===== src/shared/cxd_defs.vh =====
`ifndef CXD_DEFS_VH
`define CXD_DEFS_VH

// ----------------------------------------
// Register offsets (byte addresses)
// ----------------------------------------
`define CXD_OFS_FLAGS 12'h000
`define CXD_OFS_DECODE 12'h004
`define CXD_OFS_RESULT 12'h008
`define CXD_OFS_CTRL 12'h00C

// ----------------------------------------
// Status register bit positions
// ----------------------------------------
`define CXD_BIT_CARRY 7
`define CXD_BIT_ZERO 6
`define CXD_BIT_SIGN 5
`define CXD_BIT_OVFL 4
`define CXD_BIT_DECADJ 3
`define CXD_BIT_HALF 2
`define CXD_BIT_USER_TWO 1
`define CXD_BIT_USER_ONE 0

// ----------------------------------------
// Opcode high nibble: operation family
// ----------------------------------------
`define CXD_FAM_ADD 4'h0
`define CXD_FAM_ADC 4'h1
`define CXD_FAM_SUB 4'h2
`define CXD_FAM_SBC 4'h3
`define CXD_FAM_OR 4'h4
`define CXD_FAM_XOR 4'hB

// ----------------------------------------
// Opcode low nibble: operand mode range
// ----------------------------------------
`define CXD_MODE_FIRST 4'h2
`define CXD_MODE_LAST 4'h9
`define CXD_MODE_EXT_FIRST 4'h8

// ----------------------------------------
// Reset values
// ----------------------------------------
`define CXD_RST_COND 6'h00
`define CXD_RST_CTRL 1'b1
`define CXD_RST_BYTE 8'h00

`endif


===== src/hdl/cxd_top.v =====
// Notes on behaviour
// (RULE1) XOR opcodes B2-B9: V clear, Z/S updated
// (RULE2) Six condition bits track last operation
// (RULE3) Jumps test only carry, overflow, zero, sign
// (RULE4) Half-carry and decimal-adjust never jump-testable
// (RULE5) Two user bits changed only explicitly
// (RULE6) User bits never offered as jump conditions
// (RULE7) User bits unknown at power-up, reset-immune
// (RULE8) Interrupt, trap, illegal trap push status
// (RULE9) Interrupt return reloads status from stack
// (RULE10) Displacement is signed eight-bit value
// (RULE11) ALU families share XOR operand-mode decode
// (RULE12) Fixed bit positions, kept through save/restore
//
// The APB interface to the registers and the address map were left to the implementer.
`include "cxd_defs.vh"

module cxd_top (
    // Clock and reset
    input wire CLK_I,
    input wire RESET_N_I,
    // APB slave
    input wire PSEL_I,
    input wire PENABLE_I,
    input wire PWRITE_I,
    input wire [11:0] PADDR_I,
    input wire [31:0] PWDATA_I,
    output reg [31:0] PRDATA_O,
    output reg PREADY_O,
    output reg PSLVERR_O,
    // Execute request
    input wire EXEC_I,
    input wire [7:0] OPCODE_I,
    input wire [7:0] DST_I,
    input wire [7:0] SRC_I,
    output reg [7:0] RESULT_O,
    output reg RESULT_WE_O,
    // User bit instructions
    input wire [1:0] USER_SET_I,
    input wire [1:0] USER_CLR_I,
    // Conditional jump test
    input wire [2:0] COND_SEL_I,
    output reg COND_TRUE_O,
    // Indexed and relative addressing
    input wire [15:0] BASE_I,
    input wire [7:0] DISP_I,
    output reg [15:0] EA_O,
    // Stack save and restore
    input wire INT_TAKE_I,
    input wire TRAP_I,
    input wire ILLEGAL_I,
    input wire INTERRUPT_RETURN_OP_I,
    input wire [7:0] STACK_DATA_I,
    output reg STACK_WE_O,
    output reg [7:0] STACK_DATA_O,
    // Status
    output reg [7:0] FLAGS_O
);

    // ----------------------------------------
    // State
    // ----------------------------------------
    reg carry;
    reg zero;
    reg sign;
    reg ovfl;
    reg decadj;
    reg half;
    reg user_status_bit_one;
    reg user_status_bit_two;
    reg enable;
    reg dec_valid;
    reg dec_ext;
    reg [3:0] dec_family;
    reg [2:0] dec_mode;
    reg [7:0] last_result;

    // ----------------------------------------
    // Decode and ALU
    // ----------------------------------------
    wire [3:0] op_hi = OPCODE_I[7:4];
    wire [3:0] op_lo = OPCODE_I[3:0];
    wire [3:0] mode_off = op_lo - `CXD_MODE_FIRST;
    wire [7:0] flags_now;
    reg fam_ok;
    reg mode_ok;
    reg is_logic;
    reg use_cin;
    reg is_sub;
    reg [8:0] wide;
    reg [4:0] nib;
    reg [7:0] next_result;
    reg next_carry;
    reg next_zero;
    reg next_sign;
    reg next_ovfl;
    reg next_decadj;
    reg next_half;

    assign flags_now = {carry, zero, sign, ovfl, decadj, half,
                        user_status_bit_two, user_status_bit_one}; // RULE12

    always @* begin
        fam_ok = 1'b1;
        is_logic = 1'b0;
        use_cin = 1'b0;
        is_sub = 1'b0;
        case (op_hi) // RULE11
            `CXD_FAM_ADD: begin
                is_sub = 1'b0;
            end
            `CXD_FAM_ADC: begin
                use_cin = 1'b1;
            end
            `CXD_FAM_SUB: begin
                is_sub = 1'b1;
            end
            `CXD_FAM_SBC: begin
                is_sub = 1'b1;
                use_cin = 1'b1;
            end
            `CXD_FAM_OR: begin
                is_logic = 1'b1;
            end
            `CXD_FAM_XOR: begin
                is_logic = 1'b1; // RULE1
            end
            default: begin
                fam_ok = 1'b0;
            end
        endcase
        mode_ok = (op_lo >= `CXD_MODE_FIRST) && (op_lo <= `CXD_MODE_LAST); // RULE1
        if (is_sub) begin
            wide = {1'b0, DST_I} - {1'b0, SRC_I} - {8'h00, use_cin & carry};
            nib = {1'b0, DST_I[3:0]} - {1'b0, SRC_I[3:0]} - {4'h0, use_cin & carry};
        end else begin
            wide = {1'b0, DST_I} + {1'b0, SRC_I} + {8'h00, use_cin & carry};
            nib = {1'b0, DST_I[3:0]} + {1'b0, SRC_I[3:0]} + {4'h0, use_cin & carry};
        end
        if (op_hi == `CXD_FAM_XOR) begin
            next_result = DST_I ^ SRC_I; // RULE1
        end else if (is_logic) begin
            next_result = DST_I | SRC_I;
        end else begin
            next_result = wide[7:0];
        end
        next_zero = (next_result == 8'h00); // RULE2
        next_sign = next_result[7];
        if (is_logic) begin
            // Logic ops touch only Z, S and V
            next_carry = carry; // RULE1
            next_ovfl = 1'b0;
            next_decadj = decadj;
            next_half = half;
        end else begin
            next_carry = wide[8];
            next_decadj = is_sub;
            next_half = nib[4];
            if (is_sub) begin
                next_ovfl = (DST_I[7] != SRC_I[7]) && (next_result[7] != DST_I[7]);
            end else begin
                next_ovfl = (DST_I[7] == SRC_I[7]) && (next_result[7] != DST_I[7]);
            end
        end
    end

    wire do_exec = EXEC_I & enable & fam_ok & mode_ok;

    // ----------------------------------------
    // Condition bits
    // ----------------------------------------
    // Reload from stack has priority, then execute, then software write
    wire apb_wr = PSEL_I & PENABLE_I & PREADY_O & PWRITE_I;
    wire wr_flags = apb_wr && (PADDR_I == `CXD_OFS_FLAGS);
    wire wr_ctrl = apb_wr && (PADDR_I == `CXD_OFS_CTRL);

    always @(posedge CLK_I or negedge RESET_N_I) begin
        if (!RESET_N_I) begin
            {carry, zero, sign, ovfl, decadj, half} <= `CXD_RST_COND;
        end else if (INTERRUPT_RETURN_OP_I) begin
            carry <= STACK_DATA_I[`CXD_BIT_CARRY]; // RULE9
            zero <= STACK_DATA_I[`CXD_BIT_ZERO];
            sign <= STACK_DATA_I[`CXD_BIT_SIGN];
            ovfl <= STACK_DATA_I[`CXD_BIT_OVFL];
            decadj <= STACK_DATA_I[`CXD_BIT_DECADJ];
            half <= STACK_DATA_I[`CXD_BIT_HALF];
        end else if (do_exec) begin
            carry <= next_carry; // RULE2
            zero <= next_zero;
            sign <= next_sign;
            ovfl <= next_ovfl;
            decadj <= next_decadj;
            half <= next_half;
        end else if (wr_flags) begin
            carry <= PWDATA_I[`CXD_BIT_CARRY];
            zero <= PWDATA_I[`CXD_BIT_ZERO];
            sign <= PWDATA_I[`CXD_BIT_SIGN];
            ovfl <= PWDATA_I[`CXD_BIT_OVFL];
            decadj <= PWDATA_I[`CXD_BIT_DECADJ];
            half <= PWDATA_I[`CXD_BIT_HALF];
        end
    end

    // ----------------------------------------
    // User bits
    // ----------------------------------------
    // Deliberately outside reset; they power up unknown
    always @(posedge CLK_I) begin
        if (INTERRUPT_RETURN_OP_I) begin
            user_status_bit_one <= STACK_DATA_I[`CXD_BIT_USER_ONE]; // RULE9
            user_status_bit_two <= STACK_DATA_I[`CXD_BIT_USER_TWO];
        end else if (wr_flags) begin
            user_status_bit_one <= PWDATA_I[`CXD_BIT_USER_ONE]; // RULE5
            user_status_bit_two <= PWDATA_I[`CXD_BIT_USER_TWO];
        end else begin
            // Set beats clear when both arrive together
            if (USER_SET_I[0]) begin
                user_status_bit_one <= 1'b1; // RULE5
            end else if (USER_CLR_I[0]) begin
                user_status_bit_one <= 1'b0;
            end
            if (USER_SET_I[1]) begin
                user_status_bit_two <= 1'b1;
            end else if (USER_CLR_I[1]) begin
                user_status_bit_two <= 1'b0;
            end
        end
    end // RULE7

    // ----------------------------------------
    // Execute results and decode status
    // ----------------------------------------
    always @(posedge CLK_I or negedge RESET_N_I) begin
        if (!RESET_N_I) begin
            RESULT_O <= `CXD_RST_BYTE;
            RESULT_WE_O <= 1'b0;
            last_result <= `CXD_RST_BYTE;
            dec_valid <= 1'b0;
            dec_ext <= 1'b0;
            dec_family <= 4'h0;
            dec_mode <= 3'h0;
        end else begin
            RESULT_WE_O <= do_exec;
            if (do_exec) begin
                RESULT_O <= next_result;
                last_result <= next_result;
            end
            if (EXEC_I) begin
                dec_valid <= fam_ok & mode_ok; // RULE11
                dec_ext <= (op_lo >= `CXD_MODE_EXT_FIRST); // RULE1
                dec_family <= op_hi;
                dec_mode <= mode_off[2:0];
            end
        end
    end

    // ----------------------------------------
    // Jump condition, address and stack
    // ----------------------------------------
    reg cond_pick;

    always @* begin
        case (COND_SEL_I[1:0]) // RULE3
            2'h0: cond_pick = carry;
            2'h1: cond_pick = ovfl;
            2'h2: cond_pick = zero;
            2'h3: cond_pick = sign;
            default: cond_pick = 1'b0;
        endcase
    end // RULE4 RULE6

    always @(posedge CLK_I or negedge RESET_N_I) begin
        if (!RESET_N_I) begin
            COND_TRUE_O <= 1'b0;
            EA_O <= 16'h0000;
            STACK_WE_O <= 1'b0;
            STACK_DATA_O <= `CXD_RST_BYTE;
            FLAGS_O <= `CXD_RST_BYTE;
        end else begin
            COND_TRUE_O <= cond_pick ^ COND_SEL_I[2];
            EA_O <= BASE_I + {{8{DISP_I[7]}}, DISP_I}; // RULE10
            STACK_WE_O <= INT_TAKE_I | TRAP_I | ILLEGAL_I; // RULE8
            if (INT_TAKE_I | TRAP_I | ILLEGAL_I) begin
                STACK_DATA_O <= flags_now; // RULE8 RULE12
            end
            FLAGS_O <= flags_now;
        end
    end

    // ----------------------------------------
    // APB slave
    // ----------------------------------------
    // Answer prepared at setup so every output stays a flop
    reg [31:0] rd_mux;
    reg rd_err;

    always @* begin
        rd_mux = 32'h00000000;
        rd_err = 1'b0;
        case (PADDR_I)
            `CXD_OFS_FLAGS: rd_mux = {24'h000000, flags_now};
            `CXD_OFS_DECODE: rd_mux = {23'h000000, dec_valid, dec_ext,
                                       dec_family, dec_mode};
            `CXD_OFS_RESULT: rd_mux = {24'h000000, last_result};
            `CXD_OFS_CTRL: rd_mux = {31'h00000000, enable};
            default: rd_err = 1'b1;
        endcase
    end

    always @(posedge CLK_I or negedge RESET_N_I) begin
        if (!RESET_N_I) begin
            PREADY_O <= 1'b0;
            PSLVERR_O <= 1'b0;
            PRDATA_O <= 32'h00000000;
            enable <= `CXD_RST_CTRL;
        end else begin
            PREADY_O <= PSEL_I & ~PENABLE_I;
            if (PSEL_I & ~PENABLE_I) begin
                PSLVERR_O <= rd_err;
                PRDATA_O <= PWRITE_I ? 32'h00000000 : rd_mux;
            end else begin
                PSLVERR_O <= 1'b0;
                PRDATA_O <= 32'h00000000;
            end
            if (wr_ctrl) begin
                enable <= PWDATA_I[0];
            end
        end
    end

endmodule


===== config.mk =====
export PLATFORM = sky130hd
export DESIGN_NAME = cxd_top
export DESIGN_NICKNAME = d
export VERILOG_FILES = /design/src/hdl/cxd_top.v
export VERILOG_INCLUDE_DIRS = /design/src /design/src/shared
export SDC_FILE = /design/constraint.sdc
export NUM_CORES = 1
export LEC_CHECK = 0
export BUFFER_PORTS_ARGS = -buffer_cell sky130_fd_sc_hd__buf_2
export CORE_MARGIN = 4
export CORE_UTILIZATION = 54
export DETAILED_ROUTE_END_ITERATION = 16
export PLACE_DENSITY = 0.85
export SETUP_SLACK_MARGIN = 0.5
export SYNTH_ARGS = -nofsm -noshare
export SYNTH_HDL_FRONTEND = slang
export SYNTH_SLANG_ARGS = --single-unit

===== constraint.sdc =====
create_clock -name CLK_I -period 7 [get_ports CLK_I]
set_clock_uncertainty 0.15 [all_clocks]
set_input_delay 1.05 -clock CLK_I [delete_from_list [all_inputs] [get_ports CLK_I]]
set_output_delay 1.05 -clock CLK_I [all_outputs]
set_load 0.005 [all_outputs]

==> flow_summary.toml <==
[sta]
max_freq_mhz = 263
period_minus_slack_ps = 3810
rsz0062_at_grt = "no"
finalSetupViolCount = 0
slew_headroom = 0.429
hold_violations = 0
tns_ps = 0
setup_slack_ps = 3190
drv_slew = 0
tightest_slew_ps = 856
period_share = 0.544

[place]
gp_congestion = 0.929
place_inst = 750
dpl.hpwl_um = 10200
portBuffers = 146
dp_worst_setup_slack_ps = 2960

[finish]
seq_area_mm2 = 0.00181
n_antenna_cell = 0
final_cell_mix = "146 x buf_2, 69 x dfrtp_1, 45 x ha_1, 42 x nor2_1, 41 x inv_1"
layout_commonest_cell = "buf_2"
layout.cells.non_filler = 766
final_nets = 820
drive_gt1_frac = 0.277
area_growth_pct = 18.4
multiInputGateArea_mm2 = 0.00285
fin_util = 0.667
fillers = 717

[grt]
grt-ovfl-total = 0
grt_start_max_net_pins = 71
grt_pass1_wl_um = 21300
grt_pass1_vias = 4464
antenna_found_initial = 0
grtUsageTotal = 0.237

[worst_setup_path]
arrival_ps = 3890
crit_path_start_kind = "input pin"
required_ps = 7080
crit_fanout = 13
crit_path_end_kind = "register"
path_class = "input pin to register"

[power]
power.density_mw_per_mm2 = 184
leakagePower_uw = 0.00307
ir_worst_vdd_mv = 0.0869

[clock_network]
ctsHtreeMaxLevel = 3
tritoncts = "yes"
cts_sinks = 72
clock_latency_ps = 340
cts_root_buffer = "clkbuf_8"
cts_made_buffers = 9
cts_buffer_depth = 2
hold_buffers = 0
cts_resized = 0
clkSlewWorstSetupHoldPaths_ps = 70
cts_setup_buffers = 0

[die]
die_area_mm2 = 0.0108
die_w_um = 104
row_count = 34
fp.dieH_um = 104
ios = 194
coreArea_mm2 = 0.00885
initial_core_util = 0.563

[drt]
drc = 0
drtPass1Iterations = 5
drt_iter0_drc = 242
vias_per_cell = 5.71
wirelength_um = 12700
routedWlPerCell_um = 16.6
drtAntennaViolNets = 0
dr_total_vias = 4372

[logic_synthesis]
ys_seq_elements = 72
ys_types = 77
synth_edf_count = 2
syn_avg_cell_area_um2 = 9.77
synthCells = 510
synth_async_sr_flop_share = 0.972
yosysSeqAreaShare = 0.364
synth_warnings = 0
synth_flop_cell = "dfrtp_1"
synthesis.area_mm2 = 0.00498

[run]
maxCapViolCount = 0

[hold_path]
hold_path_class = "register to register"

[run_status]
outcome = "complete, no violations"
==> where the power goes <==
group / total (µW) / switching [µW] / internal (µW)
clock network: 317 / 144 / 173
logic: 289 / 157 / 132
registers: 477 / 19.7 / 457
total: 1080 / 321 / 763
==> layer usage <==
| layer | vias to the layer above | routed length, µm | part of all wire | track usage |
|---|---|---|---|---|
| met2 | 170 | 6340 | 0.50 | 0.416 |
| li1 | 2067 | - | - | - |
| met3 | 24 | 804 | 0.063 | 0.0403 |
| met1 | 2111 | 5240 | 0.41 | 0.296 |
| met5 | - | 0 | 0 | 0 |
| met4 | 0 | 309 | 0.024 | 0.0798 |
==> layout make-up <==
class | instances | area share
multi-input cells | 378 | 0.482
well taps | 108 | 0.0229
flip-flops and latches | 72 | 0.307
clock buffers | 12 | 0.0246
inverters | 43 | 0.0276
clock inverters | 4 | 0.00763
repair buffers | 149 | 0.128
==> cell families (layout without fill, tap and decap cells) <==
family,after synthesis,in the layout,synth area share
simple gates,140,140,0.152
compound gates,107,107,0.147
buf+inv,82,208,0.0814
flops,72,72,0.364
fa+ha+maj,50,50,0.133
mux,40,40,0.0904
xor+xnor,18,18,0.0316
other cells,1,23,0.000753
==> state kept, by name (all words and copies together) (netlist names), 3 cells and up <==
signal / cells
dec_mode: 3
PRDATA_O: 9
FLAGS_O: 8
STACK_DATA_O: 8
dec_family: 4
EA_O: 16
last_result: 8
==> through the flow <==
| step | hold WS [ps] | cell area, µm² | power, µW |
|---|---|---|---|
| after CTS | 300 | 5900 | 1090 |
| after floorplan | 215 | 5060 | 664 |
| final | 293 | 5900 | 1080 |
| after global routing | 305 | 5900 | 1140 |
| after detailed placement | 281 | 5710 | 771 |
| after global placement | 266 | 5710 | 756 |
==> final timing paths <==
check | from | end | slack, ps | depth (start not counted)
hold / removal | user_status_bit_one | FLAGS_O[0] | 290 | 0
setup reg to reg | carry | zero | 3630 | 10
hold reg to reg | user_status_bit_one | FLAGS_O[0] | 290 | 0
max in group asynchronous | RESET_N_I | EA_O[13] | 5390 | 2
setup / recovery | OPCODE_I[7] | zero | 3190 | 11
min in group asynchronous | RESET_N_I | PRDATA_O[7] | 750 | 2
==> worst max-delay path: stages <==
cell and delay (ps):
buf_2 170, nand4bb_1 280, fa_1 570, inv_1 70, ha_1 180, o21a_1 190, nand2b_1 180, a41oi_1 290
mux2i_1 460, o311ai_1 210, a31o_1 230
==> Yosys cell counts, drive strengths merged, types with 3 or more instances <==
| cell type | number | area share |
|---|---|---|
| dfrtp | 69 | 0.35 |
| ha | 45 | 0.11 |
| inv | 42 | 0.032 |
| nor2 | 42 | 0.032 |
| buf | 28 | 0.040 |
| nand2 | 22 | 0.017 |
| a21oi | 21 | 0.021 |
| o21ai | 21 | 0.021 |
| mux2 | 20 | 0.045 |
| mux2i | 18 | 0.036 |
| xnor2 | 13 | 0.023 |
| a21o | 12 | 0.018 |
| clkbuf | 11 | 0.0083 |
| nand3 | 11 | 0.011 |
| or3 | 9 | 0.011 |
| nor3 | 8 | 0.0080 |
| a31oi | 7 | 0.0088 |
| nor2b | 7 | 0.0088 |
| o31ai | 6 | 0.0090 |
| fa | 5 | 0.020 |
| o21a | 5 | 0.0075 |
| xor2 | 5 | 0.0088 |
| and2 | 4 | 0.0050 |
| nand2b | 4 | 0.0050 |
| nand4 | 4 | 0.0050 |
| nor4 | 4 | 0.0050 |
| nor4b | 4 | 0.0083 |
| a2111oi | 3 | 0.0053 |
| o211ai | 3 | 0.0045 |
| or4 | 3 | 0.0045 |
(Power assumes the default switching activity.)
